**config.mk**
```make
export PLATFORM = sky130hd
export DESIGN_NAME = csfr_core_regs
export DESIGN_NICKNAME = d
export VERILOG_FILES = /design/src/csfr_pkg.sv /design/src/csfr_core_regs.sv
export SDC_FILE = /design/constraint.sdc
export NUM_CORES = 1
export LEC_CHECK = 0
export BUFFER_PORTS_ARGS = -buffer_cell sky130_fd_sc_hd__buf_2
export CORE_UTILIZATION = 35
export DETAILED_ROUTE_END_ITERATION = 8
export GPL_ROUTABILITY_DRIVEN = 0
export PLACE_DENSITY = 0.63
export SYNTH_ARGS = -nofsm -noshare
export SYNTH_HDL_FRONTEND = slang
export SYNTH_SLANG_ARGS = --single-unit
```
**constraint.sdc**
```tcl
create_clock -name sys_clk_i -period 17.6 [get_ports sys_clk_i]
set_input_delay 1.76 -clock sys_clk_i [delete_from_list [all_inputs] [get_ports sys_clk_i]]
set_output_delay 1.76 -clock sys_clk_i [all_outputs]
set_load 0.03 [all_outputs]
```
**src/csfr_pkg.sv**
```systemverilog
/*
  package for the core special function register group: register
  addresses, reset values, status word field positions, access carriers.
  assumes an 8-bit direct special register address space.
*/
package csfr_pkg;

  localparam logic [7:0] ADDR_PORT0_LATCH = 8'h80;
  localparam logic [7:0] ADDR_STACK_TOP_POINTER = 8'h81;
  localparam logic [7:0] ADDR_DATA_POINTER_LOW = 8'h82;
  localparam logic [7:0] ADDR_DATA_POINTER_HIGH = 8'h83;
  localparam logic [7:0] ADDR_PORT1_LATCH = 8'h90;
  localparam logic [7:0] ADDR_PORT1_DIRECTION = 8'h91;
  localparam logic [7:0] ADDR_PORT2_LATCH = 8'ha0;
  localparam logic [7:0] ADDR_PORT2_DIRECTION = 8'ha1;
  localparam logic [7:0] ADDR_PORT0_DIRECTION = 8'ha2;
  localparam logic [7:0] ADDR_EXT_HIGH_ADDRESS_BYTE = 8'hbf;
  localparam logic [7:0] ADDR_INTERRUPT_REQUEST_CONTROL = 8'hc0;
  localparam logic [7:0] ADDR_PROGRAM_STATUS_WORD = 8'hd0;
  localparam logic [7:0] ADDR_BAUD_RATE_CONTROL = 8'hd8;
  localparam logic [7:0] ADDR_ACCUMULATOR = 8'he0;
  localparam logic [7:0] ADDR_MULTIPLY_SCRATCH_REG = 8'hf0;

  localparam logic [7:0] RST_PORT0_LATCH = 8'hff;
  localparam logic [7:0] RST_PORT1_LATCH = 8'hff;
  localparam logic [7:0] RST_PORT2_LATCH = 8'h00;
  localparam logic [7:0] RST_DIRECTION = 8'h00;
  localparam logic [7:0] RST_STACK_TOP_POINTER = 8'h07;
  localparam logic [15:0] RST_DATA_ADDRESS_POINTER = 16'h0000;
  localparam logic [15:0] RST_PROGRAM_COUNTER = 16'h0000;
  localparam logic [7:0] RST_EXT_HIGH_ADDRESS_BYTE = 8'h00;
  localparam logic [7:0] RST_INTERRUPT_REQUEST_CONTROL = 8'h00;
  localparam logic [7:0] RST_PROGRAM_STATUS_WORD = 8'h00;
  localparam logic [7:0] RST_BAUD_RATE_CONTROL = 8'h00;
  localparam logic [7:0] RST_ACCUMULATOR = 8'h00;
  localparam logic [7:0] RST_MULTIPLY_SCRATCH_REG = 8'h00;

  localparam int PSW_CARRY_FLAG = 7;
  localparam int PSW_BCD_HALF_CARRY = 6;
  localparam int PSW_USER_FLAG_ZERO = 5;
  localparam int PSW_BANK_SELECT_HIGH = 4;
  localparam int PSW_BANK_SELECT_LOW = 3;
  localparam int PSW_OVERFLOW_FLAG = 2;
  localparam int PSW_USER_FLAG_ONE = 1;
  localparam int PSW_PARITY = 0;
  localparam int BAUD_RATE_CONTROL_BIT = 7;

  localparam int PORT0_PINS = 8;
  localparam int PORT1_PINS = 8;
  localparam int PORT2_PINS = 6;
  localparam int PIN_COUNT = 22;

  // special register access from the core, one per cycle
  typedef struct packed {
    logic wr;
    logic rd;
    logic [7:0] addr;
    logic [7:0] wdata;
  } csfr_access_t;

  // operations the executing core requests in a cycle
  typedef struct packed {
    logic sp_inc;
    logic sp_dec;
    logic pc_inc;
    logic pc_load;
    logic [15:0] pc_value;
    logic data_address_pointer_load;
    logic [15:0] data_address_pointer_value;
    logic acc_load;
    logic [7:0] acc_value;
    logic b_load;
    logic [7:0] b_value;
    logic flags_load;
    logic carry;
    logic half_carry;
    logic overflow;
  } csfr_core_op_t;

endpackage : csfr_pkg
```
**src/csfr_core_regs.sv**
```systemverilog
/*
  core special function registers and general purpose port registers.
  assumes a single core clock, pins asynchronous to it, and a core that
  issues at most one special register access per cycle.
*/
`timescale 1ns/10ps
`default_nettype none

module csfr_core_regs
  import csfr_pkg::*;
#(
  parameter int PINS = 22
) (
  input wire logic sys_clk_i,
  input wire logic sys_rst_i,
  input wire csfr_pkg::csfr_access_t sfr_acc_i,
  input wire csfr_pkg::csfr_core_op_t core_op_i,
  input wire logic [PINS-1:0] pin_i,
  output logic [7:0] sfr_rdata_o,
  output logic [7:0] accumulator_o,
  output logic [7:0] multiply_scratch_o,
  output logic [7:0] program_status_word_o,
  output logic [7:0] stack_top_pointer_o,
  output logic [15:0] data_address_pointer_o,
  output logic [15:0] program_counter_o,
  output logic [4:0] bank_base_o,
  output logic [15:0] ext_indirect_addr_hi_o,
  output logic [7:0] interrupt_request_control_o,
  output logic [7:0] baud_rate_control_o,
  output logic [PINS-1:0] pin_o,
  output logic [PINS-1:0] pin_oe_o
);

  if (PINS != PIN_COUNT) begin : g_pins_check
    $error("csfr_core_regs: pin count must match the three ports");
  end

  logic [7:0] acc_r, acc_nxt;
  logic [7:0] b_r, b_nxt;
  logic [7:0] psw_r, psw_nxt;
  logic [7:0] sp_r, sp_nxt;
  logic [15:0] data_address_pointer_r, data_address_pointer_nxt;
  logic [15:0] pc_r, pc_nxt;
  logic [7:0] usr_hi_r, irq_ctl_r, baud_r;
  logic [7:0] p0_r, p1_r, p2_r, d0_r, d1_r, d2_r;
  logic [7:0] rdata_r, rdata_nxt;
  logic [PINS-1:0] pin_s1_r, pin_s2_r, pin_s3_r, pin_level_r;

  // address decode
  wire wr = sfr_acc_i.wr;
  wire [7:0] wd = sfr_acc_i.wdata;
  wire [7:0] ad = sfr_acc_i.addr;
  wire wr_acc = wr && ad == ADDR_ACCUMULATOR;
  wire wr_b = wr && ad == ADDR_MULTIPLY_SCRATCH_REG;
  wire wr_psw = wr && ad == ADDR_PROGRAM_STATUS_WORD;
  wire wr_sp = wr && ad == ADDR_STACK_TOP_POINTER;
  wire wr_dpl = wr && ad == ADDR_DATA_POINTER_LOW;
  wire wr_dph = wr && ad == ADDR_DATA_POINTER_HIGH;
  wire wr_usr = wr && ad == ADDR_EXT_HIGH_ADDRESS_BYTE;
  wire wr_irq = wr && ad == ADDR_INTERRUPT_REQUEST_CONTROL;
  wire wr_baud = wr && ad == ADDR_BAUD_RATE_CONTROL;
  wire wr_p0 = wr && ad == ADDR_PORT0_LATCH;
  wire wr_p1 = wr && ad == ADDR_PORT1_LATCH;
  wire wr_p2 = wr && ad == ADDR_PORT2_LATCH;
  wire wr_d0 = wr && ad == ADDR_PORT0_DIRECTION;
  wire wr_d1 = wr && ad == ADDR_PORT1_DIRECTION;
  wire wr_d2 = wr && ad == ADDR_PORT2_DIRECTION;

  // register writes from the bus take priority over core loads in the same cycle
  always_comb begin
    acc_nxt = acc_r;
    if (wr_acc) begin
      acc_nxt = wd;
    end else if (core_op_i.acc_load) begin
      acc_nxt = core_op_i.acc_value;
    end
    b_nxt = b_r;
    if (wr_b) begin
      b_nxt = wd;
    end else if (core_op_i.b_load) begin
      b_nxt = core_op_i.b_value;
    end
  end

  // parity follows the next accumulator so it never lags by a cycle
  always_comb begin
    psw_nxt = psw_r;
    if (wr_psw) begin
      psw_nxt = wd;
    end else if (core_op_i.flags_load) begin
      psw_nxt[PSW_CARRY_FLAG] = core_op_i.carry;
      psw_nxt[PSW_BCD_HALF_CARRY] = core_op_i.half_carry;
      psw_nxt[PSW_OVERFLOW_FLAG] = core_op_i.overflow;
    end
    psw_nxt[PSW_PARITY] = ^acc_nxt;
  end

  always_comb begin
    sp_nxt = sp_r;
    if (wr_sp) begin
      sp_nxt = wd;
    end else if (core_op_i.sp_inc) begin
      sp_nxt = sp_r + 8'h01;
    end else if (core_op_i.sp_dec) begin
      sp_nxt = sp_r - 8'h01;
    end
    data_address_pointer_nxt = data_address_pointer_r;
    if (core_op_i.data_address_pointer_load) begin
      data_address_pointer_nxt = core_op_i.data_address_pointer_value;
    end
    if (wr_dpl) begin
      data_address_pointer_nxt[7:0] = wd;
    end
    if (wr_dph) begin
      data_address_pointer_nxt[15:8] = wd;
    end
    pc_nxt = pc_r;
    if (core_op_i.pc_load) begin
      pc_nxt = core_op_i.pc_value;
    end else if (core_op_i.pc_inc) begin
      pc_nxt = pc_r + 16'h0001;
    end
  end

  // read mux; ports return synchronised pin levels, not the latch
  always_comb begin
    unique case (ad)
      ADDR_ACCUMULATOR: rdata_nxt = acc_r;
      ADDR_MULTIPLY_SCRATCH_REG: rdata_nxt = b_r;
      ADDR_PROGRAM_STATUS_WORD: rdata_nxt = psw_r;
      ADDR_STACK_TOP_POINTER: rdata_nxt = sp_r;
      ADDR_DATA_POINTER_LOW: rdata_nxt = data_address_pointer_r[7:0];
      ADDR_DATA_POINTER_HIGH: rdata_nxt = data_address_pointer_r[15:8];
      ADDR_EXT_HIGH_ADDRESS_BYTE: rdata_nxt = usr_hi_r;
      ADDR_INTERRUPT_REQUEST_CONTROL: rdata_nxt = irq_ctl_r;
      ADDR_BAUD_RATE_CONTROL: rdata_nxt = baud_r;
      ADDR_PORT0_LATCH: rdata_nxt = pin_level_r[7:0];
      ADDR_PORT1_LATCH: rdata_nxt = pin_level_r[15:8];
      ADDR_PORT2_LATCH: rdata_nxt = {2'b00, pin_level_r[21:16]};
      ADDR_PORT0_DIRECTION: rdata_nxt = d0_r;
      ADDR_PORT1_DIRECTION: rdata_nxt = d1_r;
      ADDR_PORT2_DIRECTION: rdata_nxt = d2_r;
      default: rdata_nxt = 8'h00;
    endcase
    if (!sfr_acc_i.rd) begin
      rdata_nxt = rdata_r;
    end
  end

  always_ff @(posedge sys_clk_i or posedge sys_rst_i) begin
    if (sys_rst_i) begin
      acc_r <= RST_ACCUMULATOR;
      b_r <= RST_MULTIPLY_SCRATCH_REG;
      psw_r <= RST_PROGRAM_STATUS_WORD;
      sp_r <= RST_STACK_TOP_POINTER;
      data_address_pointer_r <= RST_DATA_ADDRESS_POINTER;
      pc_r <= RST_PROGRAM_COUNTER;
      rdata_r <= 8'h00;
    end else begin
      acc_r <= acc_nxt;
      b_r <= b_nxt;
      psw_r <= psw_nxt;
      sp_r <= sp_nxt;
      data_address_pointer_r <= data_address_pointer_nxt;
      pc_r <= pc_nxt;
      rdata_r <= rdata_nxt;
    end
  end

  // latch writes land regardless of direction
  always_ff @(posedge sys_clk_i or posedge sys_rst_i) begin
    if (sys_rst_i) begin
      usr_hi_r <= RST_EXT_HIGH_ADDRESS_BYTE;
      irq_ctl_r <= RST_INTERRUPT_REQUEST_CONTROL;
      baud_r <= RST_BAUD_RATE_CONTROL;
      p0_r <= RST_PORT0_LATCH;
      p1_r <= RST_PORT1_LATCH;
      p2_r <= RST_PORT2_LATCH;
      d0_r <= RST_DIRECTION;
      d1_r <= RST_DIRECTION;
      d2_r <= RST_DIRECTION;
    end else begin
      if (wr_usr) usr_hi_r <= wd;
      if (wr_irq) irq_ctl_r <= wd;
      if (wr_baud) baud_r <= {wd[BAUD_RATE_CONTROL_BIT], 7'h00};
      if (wr_p0) p0_r <= wd;
      if (wr_p1) p1_r <= wd;
      if (wr_p2) p2_r <= {2'b00, wd[5:0]};
      if (wr_d0) d0_r <= wd;
      if (wr_d1) d1_r <= wd;
      if (wr_d2) d2_r <= {2'b00, wd[5:0]};
    end
  end

  // pins: three-stage synchroniser, level accepted once stages two and three agree
  wire [PINS-1:0] pin_agree = ~(pin_s2_r ^ pin_s3_r);
  wire [PINS-1:0] latch_all = {p2_r[5:0], p1_r, p0_r};
  wire [PINS-1:0] dir_all = {d2_r[5:0], d1_r, d0_r};

  always_ff @(posedge sys_clk_i or posedge sys_rst_i) begin
    if (sys_rst_i) begin
      pin_s1_r <= '0;
      pin_s2_r <= '0;
      pin_s3_r <= '0;
      pin_level_r <= '0;
    end else begin
      pin_s1_r <= pin_i;
      pin_s2_r <= pin_s1_r;
      pin_s3_r <= pin_s2_r;
      pin_level_r <= (pin_agree & pin_s3_r) | (~pin_agree & pin_level_r);
    end
  end

  assign sfr_rdata_o = rdata_r;
  assign accumulator_o = acc_r;
  assign multiply_scratch_o = b_r;
  assign program_status_word_o = psw_r;
  assign stack_top_pointer_o = sp_r;
  assign data_address_pointer_o = data_address_pointer_r;
  assign program_counter_o = pc_r;
  assign bank_base_o = {psw_r[PSW_BANK_SELECT_HIGH], psw_r[PSW_BANK_SELECT_LOW], 3'b000};
  assign ext_indirect_addr_hi_o = {usr_hi_r, 8'h00};
  assign interrupt_request_control_o = irq_ctl_r;
  assign baud_rate_control_o = baud_r;
  // pins follow the latch and direction flops directly, one cycle after the write
  assign pin_o = latch_all;
  assign pin_oe_o = dir_all;

endmodule : csfr_core_regs

`default_nettype wire

```
==> flow_summary.yaml, run 1 <==
clock_tree:
  clock-sinks: 221
  cts_hold_buf: 0
  ctsResizeCount: 0
  clk_pin_slew_ns: 0.06
  cts-root-buf: "clkbuf_16"
  cts_setup_buffers: 0
  htree_levels: 1
  cts_tree: "built"
  cts_buffers: 24
  clock_latency_ns: 0.52
  cts_buffer_depth: 3
final_layout:
  layout.nets: 1125
  syn_to_final_growth_pct: 21.6
  drive_gt1_share_pct: 36.6
  diodes: 0
timing:
  fin_crit_ns: 3.84
  fin_setup_tns_ns: 0
  max_slew_margin_pct: 26.9
  rsz0062_at_grt: "false"
  worst_pin_slew_ns: 1.08
  drv_slew: 0
  fin_worst_skew_ns: 0.0192
  period_share_pct: 21.8
  max_freq_ghz: 0.261
  hold_violations: 0
  setup_viol: 0
run_status:
  status: "finished, final reports clean"
critical_path:
  r2r-end: "sfr_rdata_o[1]$_DFFE_PP0P_"
  endpoint_kind: "flip-flop"
  worstPathRequired_ns: 18.03
  endpoint: "p1_r[4]$_DFFE_PP1P_"
  rrSetupSlack_ns: 15.63
  crit_path_start: "sfr_acc_i[12]"
  cp-start-kind: "input port"
  r2r_start: "accumulator_o[1]$_DFF_PP0_"
  cp_max_fo: 28
  arrival_ns: 4.27
  criticalPathCategory: "in -> reg"
  rr_worst_depth: 5
power:
  leakagePower_nw: 5.69
  irDropWorstVdd_mv: 0.0566
  pwr-share-clk_pct: 35.1
  netSwitchingFraction_pct: 30.8
  p_int_mw: 0.931
  p_per_area_nw_per_um2: 112
  p_switching_mw: 0.415
  finalPower_mw: 1.35
  power_frac_comb_pct: 20.2
  seqPwrFrac_pct: 44.7
drt:
  drt_pass1_iterations: 5
  antenna_left: 0
  num_vias: 7108
  wl_per_cell_um: 20.1
  drtIter0Drc: 523
  vias_per_cell: 5.05
  drc: 0
  postRouteWirelength_mm: 28.3
floorplan:
  num_rows: 61
  start_util_pct: 35.6
  die_w_um: 170
  coreArea_um2: 27800
  die_h_um: 170
  die-area_um2: 29000
  num_io_pins: 254
yosys:
  synth.top_cell.area_share_pct: 51.1
  ys_warn_count: 0
  syn-cell-area_um2: 9900
  synth_area_leaders: "dfrtp_1 51%, mux2_2 7.3%, mux2i_1 5.3%"
  synth_top_flop_cell: "dfrtp_1"
  ys_ff_latch: 221
  synth_edf_count: 0
  synth_seq_area_share_pct: 56.1
  synth.distinct_cells: 69
  avgSynthCellArea_um2: 12.4
  synth_cells: 798
  yosysTopAreaCell: "dfrtp_1"
  async_flop_share_pct: 100
global_route:
  met1_usage_pct: 25.6
  grt_max_degree: 79
  grt_pass1_wl_mm: 42.2
  met2_usage_pct: 31.3
  grt_pass1_vias: 6943
  grt-ovfl-total: 0
  busiest_layer: "met2"
  met3_usage_pct: 5.05
  antenna_found_initial: 0
  grtUsageTotal_pct: 19.3
hold_path:
  hp-class: "reg -> reg"
placement:
  place.port_buffers: 235
  dp_hpwl_mm: 20.3
flow_run:
  cap_violations: 0
-- state kept, by name, indices dropped and copies added (netlist names), 16 cells and up, named ones only --
register and count:
data_address_pointer_o 16, pin_s1_r 22, pin_s2_r 22, pin_s3_r 22, program_counter_o 16
-- layout by cell type, fill, tap and decap left out, drive strengths merged, types with 24 or more instances in the layout --
| cell type | count |
|---|---|
| mux2i | 52 |
| a21oi | 48 |
| o21ai | 24 |
| clkbuf | 35 |
| mux2 | 68 |
| nand2 | 40 |
| nand3 | 24 |
| nor2 | 51 |
| dfrtp | 202 |
| buf | 238 |
-- stage by stage --
step / hold slack, ns / instances / setup WS [ns] / utilization [%] / cell area, µm²
floorplan: 0.331 / 815 / 9.82 / - / 9960
global placement: 0.334 / 1368 / 13.29 / 40.7 / 11300
detailed placement: 0.335 / 1368 / 13.22 / 40.7 / 11300
CTS: 0.348 / 1408 / 13.78 / 43.3 / 12000
global route: 0.350 / 1408 / 13.49 / 43.3 / 12000
finish: 0.346 / 1408 / 13.76 / 43.3 / 12000
-- worst max-delay path, stage by stage --
cell	delay, ns
buf_2	0.55
nor4bb_1	0.93
nand3_1	0.57
mux2_2	0.43
-- cells in the mapped netlist, types with 3 or more instances --
library cell / instances
a211oi_1: 3
a21oi_1: 48
a222oi_1: 3
a22o_1: 5
a22oi_1: 11
a2bb2oi_1: 4
and2_1: 5
and3_1: 7
and4_1: 6
buf_2: 18
buf_4: 20
clkbuf_1: 22
dfrtp_1: 202
dfstp_2: 19
ha_1: 7
inv_1: 5
maj3_1: 22
mux2_2: 64
mux2_4: 4
mux2i_1: 52
mux4_2: 7
nand2_1: 39
nand3_1: 21
nand3_4: 3
nand3b_1: 6
nand4_1: 11
nor2_1: 51
nor2b_1: 7
nor3_1: 7
nor4b_1: 3
o2111ai_1: 3
o21ai_0: 24
o2bb2ai_1: 10
xnor2_1: 16
xor2_1: 22
-- kinds of logic after synthesis --
logic type | after synthesis | share of synthesized area (%)
xor+xnor | 38 | 3.36
buf+inv | 69 | 3.68
flops | 221 | 56.1
mux | 127 | 14.7
fa+ha+maj | 30 | 3.31
compound gates | 131 | 8.79
simple gates | 181 | 9.96
other cells | 1 | 0.0379
-- layer usage --
| metal | wire [µm] | vias to the layer above |
|---|---|---|
| li1 | - | 3281 |
| met1 | 11900 | 3491 |
| met2 | 13300 | 289 |
| met3 | 2460 | 47 |
| met4 | 688 | 0 |
| met5 | 0 | - |
-- layout make-up --
class | count | area [µm²]
fillers | 2710 | 15700
flip-flops and latches | 221 | 5550
multi-input cells | 525 | 4050
repair buffers | 238 | 1200
clock buffers | 35 | 703
well taps | 378 | 473
inverters | 6 | 30.0
clock inverters | 5 | 28.8
-- power by group through the flow --
stage / logic (mW) / registers, mW / clock network (mW)
2_1_floorplan: 0.138 / 0.653 / 0
3_3_place_gp: 0.270 / 0.608 / 0
3_5_place_dp: 0.274 / 0.609 / 0
4_1_cts: 0.275 / 0.600 / 0.484
5_1_grt: 0.297 / 0.606 / 0.505
6_report: 0.272 / 0.601 / 0.473
-- worst min path at each step --
stage               cells past startpoint              startpoint                      to  slack (ns)
floorplan                               0   pin_s1_r[0]$_DFF_PP0_   pin_s2_r[0]$_DFF_PP0_        0.33
global placement                        0  pin_s1_r[10]$_DFF_PP0_  pin_s2_r[10]$_DFF_PP0_        0.33
detailed placement                      0  pin_s1_r[10]$_DFF_PP0_  pin_s2_r[10]$_DFF_PP0_        0.33
CTS                                     0  pin_s1_r[10]$_DFF_PP0_  pin_s2_r[10]$_DFF_PP0_        0.35
global route                            0   pin_s1_r[1]$_DFF_PP0_   pin_s2_r[1]$_DFF_PP0_        0.35
finish                                  0   pin_s1_r[2]$_DFF_PP0_   pin_s2_r[2]$_DFF_PP0_        0.35
(Power assumes the default switching activity.)
==> run 2, diff against run 1 <==
--- a/config.mk
+++ b/config.mk
@@ -9,7 +9,7 @@
 export CORE_UTILIZATION = 35
 export DETAILED_ROUTE_END_ITERATION = 8
 export GPL_ROUTABILITY_DRIVEN = 0
-export PLACE_DENSITY = 0.63
+export PLACE_DENSITY = 0.65
 export SYNTH_ARGS = -nofsm -noshare
 export SYNTH_HDL_FRONTEND = slang
 export SYNTH_SLANG_ARGS = --single-unit
==> constraint.sdc (replaced) <==
create_clock -name sys_clk_i -period 3.1 [get_ports sys_clk_i]
set_input_delay 0.31 -clock sys_clk_i [delete_from_list [all_inputs] [get_ports sys_clk_i]]
set_output_delay 0.31 -clock sys_clk_i [all_outputs]
set_load 0.03 [all_outputs]
==> flow_summary.yaml, run 2 (synthesized netlist as in run 1, its figures left out) <==
final_layout:
  multi_input_area_um2: 4050
  layout.nets: 1174
  final_cell_mix: "235 x buf_2, 202 x dfrtp_1, 64 x mux2_2"
  fin_util_pct: 45.5
  syn_to_final_growth_pct: 27.8
  top_regs: "pin_s1_r: 22 flops, pin_s2_r: 22 flops, pin_s3_r: 22 flops"
  fillCellCount: 2618
  stdcell_count: 1460
  drive_gt1_share_pct: 36.0
  diodes: 0
  regArea_um2: 5550
  final_common_cell: "buf_2"
clock_tree:
  htree_levels: 1
  cts_tree: "built"
  clock_latency_ns: 0.53
  cts_buffer_depth: 3
  clk_pin_slew_ns: 0.06
  ctsResizeCount: 0
  clock-sinks: 221
  cts_buffers: 26
  cts-root-buf: "clkbuf_16"
timing:
  max_slew_margin_pct: 43.9
  hold_violations: 0
  fin_crit_ns: 1.92
  period_share_pct: 61.9
  max_freq_ghz: 0.521
  worst_pin_slew_ns: 0.839
  setup_viol: 0
  fin_worst_skew_ns: 0.0192
  drv_slew: 0
  rsz0062_at_grt: "false"
  fin_ws_ns: 1.18
power:
  p_per_area_nw_per_um2: 637
  p_int_mw: 5.64
  pwr-share-clk_pct: 37.7
  seqPwrFrac_pct: 42.2
  leakagePower_nw: 5.95
  p_switching_mw: 2.42
  power_frac_comb_pct: 20.0
  irDropWorstVdd_mv: 0.333
  finalPower_mw: 8.05
  netSwitchingFraction_pct: 30.0
global_route:
  grtUsageTotal_pct: 19.8
  antenna_found_initial: 1
  grt_max_degree: 84
  grt_pass1_wl_mm: 43.3
  grt_pass1_vias: 7207
  grt-ovfl-total: 0
critical_path:
  criticalPathCategory: "in -> reg"
  cp_max_fo: 24
  cp_slowest_cell: "and2_1"
  slowest_delay_ns: 0.38
  endpoint_kind: "flip-flop"
  crit_chain: "buf_2, nor4_4, buf_4, and2_1, nand4_1, buf_4, nor2_1, a21oi_1"
  arrival_ns: 2.34
  cp-start-kind: "input port"
  timing.critical_path.mode_cell: "buf_4"
  worstPathRequired_ns: 3.52
drt:
  antenna_left: 0
  num_vias: 7441
  drtIter0Drc: 466
  postRouteWirelength_mm: 28.9
  drc: 0
  wl_per_cell_um: 19.8
  vias_per_cell: 5.10
  drt_pass1_iterations: 6
placement:
  dp_cells: 1377
  place.port_buffers: 235
  dp_hpwl_mm: 20.6
  place_ws_ns: 0.688
hold_path:
  hp-class: "in -> reg"
floorplan:
  die-area_um2: 29000
  die_w_um: 170
  start_util_pct: 35.6
  num_io_pins: 254
  die_h_um: 170
  coreArea_um2: 27800
  num_rows: 61
flow_run:
  cap_violations: 0
run_status:
  status: "finished, final reports clean"
[run 2: final timing paths]
check | from | end | slack [ns] | depth (start not counted)
min | core_op_i[44] | program_counter_o[5]$_DFFE_PP0P_ | 0.02 | 3
min in group asynchronous | sys_rst_i | program_counter_o[10]$_DFFE_PP0P_ | 0.39 | 3
min reg2reg | pin_s1_r[13]$_DFF_PP0_ | pin_s2_r[13]$_DFF_PP0_ | 0.34 | 0
max reg2reg | stack_top_pointer_o[4]$_DFFE_PP0P_ | stack_top_pointer_o[7]$_DFFE_PP0P_ | 1.23 | 6
max in group asynchronous | sys_rst_i | stack_top_pointer_o[0]$_DFFE_PP1P_ | 1.91 | 4
max | sfr_acc_i[9] | multiply_scratch_o[5]$_DFFE_PP0P_ | 1.18 | 8
[run 2: metal layers]
metal  vias up  wire, µm  global-route usage [%]
li1       3391         -                       -
met1      3704     12200                    25.9
met2       303     13900                    33.2
met3        41      2220                    4.74
met4         2       480                    4.23
met5         -        13                       0
[run 2: what timing repair did]
item	in CTS	in global routing
hold buffers	38	0
endpoints found under the setup margin	0	0
endpoints found under the hold margin	53	0
setup buffers	0	0
[run 2: critical path, delay by kind of cell]
family	cells	cell delay, ns
and+or+nand+nor	4	1.17
buffers and inverters	3	0.78
AOI/OAI and AO/OA	1	0.06
[run 2: power groups by stage]
stage	Sequential [mW]	Combinational, mW	Clock, mW
final	3.40	1.61	3.04
after global routing	3.43	1.75	3.22
after CTS	3.40	1.61	3.12
after detailed placement	3.45	1.57	0
after global placement	3.44	1.54	0
after floorplan	3.71	0.786	0
[run 2: layout make-up]
type | count | area share (%)
Sequential cell | 221 | 43.9
Multi-Input combinational cell | 525 | 32.0
Timing Repair Buffer | 285 | 13.3
Clock buffer | 38 | 6.07
Tap cell | 378 | 3.74
Clock inverter | 7 | 0.722
Inverter | 6 | 0.208
[run 2: stage by stage]
stage | hold slack [ns] | setup TNS [ns] | instance area (µm²)
finish | 0.0204 | 0 | 12600
global route | 0.0169 | 0 | 12600
CTS | 0.00304 | 0 | 12600
detailed placement | 0.335 | 0 | 11400
global placement | 0.333 | 0 | 11400
floorplan | 0.331 | -15.46 | 9960
==> run 3, diff against run 2 <==
--- a/config.mk
+++ b/config.mk
@@ -5,6 +5,7 @@
 export SDC_FILE = /design/constraint.sdc
 export NUM_CORES = 1
 export LEC_CHECK = 0
+export ABC_AREA = 1
 export BUFFER_PORTS_ARGS = -buffer_cell sky130_fd_sc_hd__buf_2
 export CORE_UTILIZATION = 35
 export DETAILED_ROUTE_END_ITERATION = 8
==> constraint.sdc (replaced) <==
create_clock -name sys_clk_i -period 1.75 [get_ports sys_clk_i]
set_input_delay 0.175 -clock sys_clk_i [delete_from_list [all_inputs] [get_ports sys_clk_i]]
set_output_delay 0.175 -clock sys_clk_i [all_outputs]
set_load 0.03 [all_outputs]
==> flow_summary.yaml, run 3 <==
clock_tree:
  clk_pin_slew_ns: 0.07
  htree_levels: 1
  clock_latency_ns: 0.53
  cts_tree: "built"
  cts-root-buf: "clkbuf_16"
  cts_buffers: 24
  cts_buffer_depth: 3
  clock-sinks: 221
run_status:
  violations: "negative hold slack"
  status: "complete, but fails checks"
critical_path:
  criticalPathCategory: "reg -> reg"
  slowest_delay_ns: 0.43
  cp-start-kind: "flip-flop"
  arrival_ns: 2.13
  cp_max_fo: 5
  endpoint_kind: "flip-flop"
  cp_slowest_cell: "dfrtp_1"
  crit_chain: "ha_2, nand4_1, nor3_2, buf_4, nand4_1, o21ai_1, o21ai_1"
  crit_path_start: "program_counter_o[0]$_DFFE_PP0P_"
  worstPathRequired_ns: 2.16
  r2r_start: "program_counter_o[0]$_DFFE_PP0P_"
power:
  pwr-share-clk_pct: 38.1
  netSwitchingFraction_pct: 30.4
  p_int_mw: 9.98
  p_per_area_nw_per_um2: 1070
  irDropWorstVdd_mv: 0.659
  finalPower_mw: 14.3
  seqPwrFrac_pct: 41.6
  power_frac_comb_pct: 20.3
  p_switching_mw: 4.36
  leakagePower_nw: 6.65
placement:
  place.port_buffers: 235
  dp_cells: 1698
  dp_hpwl_mm: 22.7
  place_ws_ns: -0.0158
global_route:
  busiest_layer: "met2"
  antenna_found_initial: 4
  grt_pass1_vias: 8512
  met2_usage_pct: 37.0
  met3_usage_pct: 4.53
  grt_max_degree: 80
  grtUsageTotal_pct: 22.2
  met1_usage_pct: 29.9
  grt-ovfl-total: 0
  grt_pass1_wl_mm: 48.9
drt:
  drtIter0Drc: 731
  num_vias: 8797
  vias_per_cell: 4.83
  antenna_left: 0
  drt_pass1_iterations: 7
  postRouteWirelength_mm: 32.0
  wl_per_cell_um: 17.6
  drc: 0
final_layout:
  stdcell_count: 1821
  final_cell_mix: "291 x nand2_1, 235 x buf_2, 202 x dfrtp_1"
  final_common_cell: "nand2_1"
  top_regs: "pin_s1_r: 22 flops, pin_s2_r: 22 flops, pin_s3_r: 22 flops"
  layout.nets: 1534
  fillCellCount: 2646
  drive_gt1_share_pct: 26.4
  fin_util_pct: 48.0
  syn_to_final_growth_pct: 34.9
floorplan:
  coreArea_um2: 27800
  die-area_um2: 28900
  start_util_pct: 35.6
  num_io_pins: 254
  die_h_um: 170
  die_w_um: 170
  num_rows: 61
timing:
  drv_slew: 0
  max_freq_ghz: 0.581
  hold_violations: 1
  holdWs_ns: -0.00134
  fin_worst_skew_ns: 0.00803
  period_share_pct: 98.4
  fin_ws_ns: 0.0282
  fin_crit_ns: 1.72
  setup_viol: 0
  rsz0062_at_grt: "true"
yosys:
  ys_ff_latch: 221
  synth.distinct_cells: 45
  synth.top_cell.area_share_pct: 51.1
  synth_top_family_by_area: "simple AND/OR/NAND/NOR gates"
  synth.mux.area_fraction_pct: 0.101
  synthSimpleGateAreaFrac_pct: 20.0
  yosysTopAreaCell: "dfrtp_1"
  syn-cell-area_um2: 9890
  synthTopCellsByCount: "291 x nand2_1, 202 x dfrtp_1, 109 x inv_1, 98 x o21ai_0, 61 x nand3_1"
  ys_warn_count: 0
  synth_edf_count: 0
  avgSynthCellArea_um2: 9.15
  synth_cells: 1081
  yosys.area_share.xor_xnor_pct: 1.24
  synth-compound-area-share_pct: 11.3
  synth_fa_ha_area_share_pct: 3.32
  synth_seq_area_share_pct: 56.2
  async_flop_share_pct: 100
  synth_most_common_cell: "nand2_1"
  synth_area_leaders: "dfrtp_1 51%, nand2_1 11%, dfstp_2 5.0%"
  synth_top_flop_cell: "dfrtp_1"
flow_run:
  cap_violations: 0
hold_path:
  holdCritStartpoint: "sfr_acc_i[2]"
  hp-class: "in -> reg"
==> run 3: final cells by class <==
| type | count | area [µm²] | area share [%] |
|---|---|---|---|
| clock inverter | 11 | 179 | 1.34 |
| timing repair buffer | 359 | 2370 | 17.8 |
| sequential | 221 | 5550 | 41.6 |
| antenna | 1 | 2.50 | 0.0188 |
| inverter | 112 | 427 | 3.20 |
| tap | 378 | 473 | 3.54 |
| multi-input combinational | 707 | 3660 | 27.4 |
| clock buffer | 32 | 681 | 5.10 |
==> run 3: logic make-up (layout without fill, tap and decap cells) <==
family	Yosys count	after routing
mux	1	1
xor+xnor	14	14
simple gates	456	456
buf+inv	170	514
flops	221	221
other cells	1	19
fa+ha+maj	30	30
compound gates	188	188
==> run 3: power by group through the flow <==
stage | clock, mW | sequential (mW) | combinational, mW
floorplan | 0 | 6.56 | 1.21
global placement | 0 | 6.05 | 2.62
detailed placement | 0 | 6.06 | 2.66
CTS | 5.57 | 5.96 | 2.84
global route | 5.78 | 6.02 | 3.17
finish | 5.46 | 5.96 | 2.91
==> run 3: path summary, 6_finish.rpt <==
| path | depth (start not counted) | to | slack [ns] |
|---|---|---|---|
| hold reg to reg | 0 | pin_s2_r[6]$_DFF_PP0_ | 0.35 |
| setup / recovery | 7 | program_counter_o[12]$_DFFE_PP0P_ | 0.03 |
| min in group asynchronous | 3 | pin_s1_r[14]$_DFF_PP0_ | 0.13 |
| setup reg to reg | 7 | program_counter_o[12]$_DFFE_PP0P_ | 0.03 |
| hold / removal | 3 | d1_r[2]$_DFFE_PP0P_ | -0.001 |
| max in group asynchronous | 5 | d2_r[4]$_DFFE_PP0P_ | 0.83 |
==> run 3: what timing repair did <==
item	CTS	global route
setup endpoints to repair	3	8
pin swaps	0	6
hold buffers	75	0
buffers inserted	1	3
hold endpoints to repair	205	0
gates resized for setup	1	10
==> run 3: metrics by stage <==
step	cell area (µm²)	TNS (ns)	hold WS [ns]
2_1_floorplan	9960	-271.46	0.206
3_3_place_gp	11700	0	0.131
3_5_place_dp	11700	-0.0450	0.133
4_1_cts	13300	0	0.00285
5_1_grt	13300	-0.181	0.0114
6_report	13300	0	-0.00134
==> run 3: worst max-delay path: cells and delay by family (launching register included) <==
| family | cells | cell delay [ns] |
|---|---|---|
| flops | 1 | 0.43 |
| simple gates | 3 | 0.51 |
| compound gates | 2 | 0.28 |
| buf+inv | 1 | 0.15 |
| fa+ha+maj | 1 | 0.22 |
==> run 3: routing by layer <==
metal / vias up / routed length (µm)
met5: - / 12
met4: 2 / 604
met3: 44 / 2730
met2: 381 / 15100
met1: 4154 / 13500
li1: 4216 / -
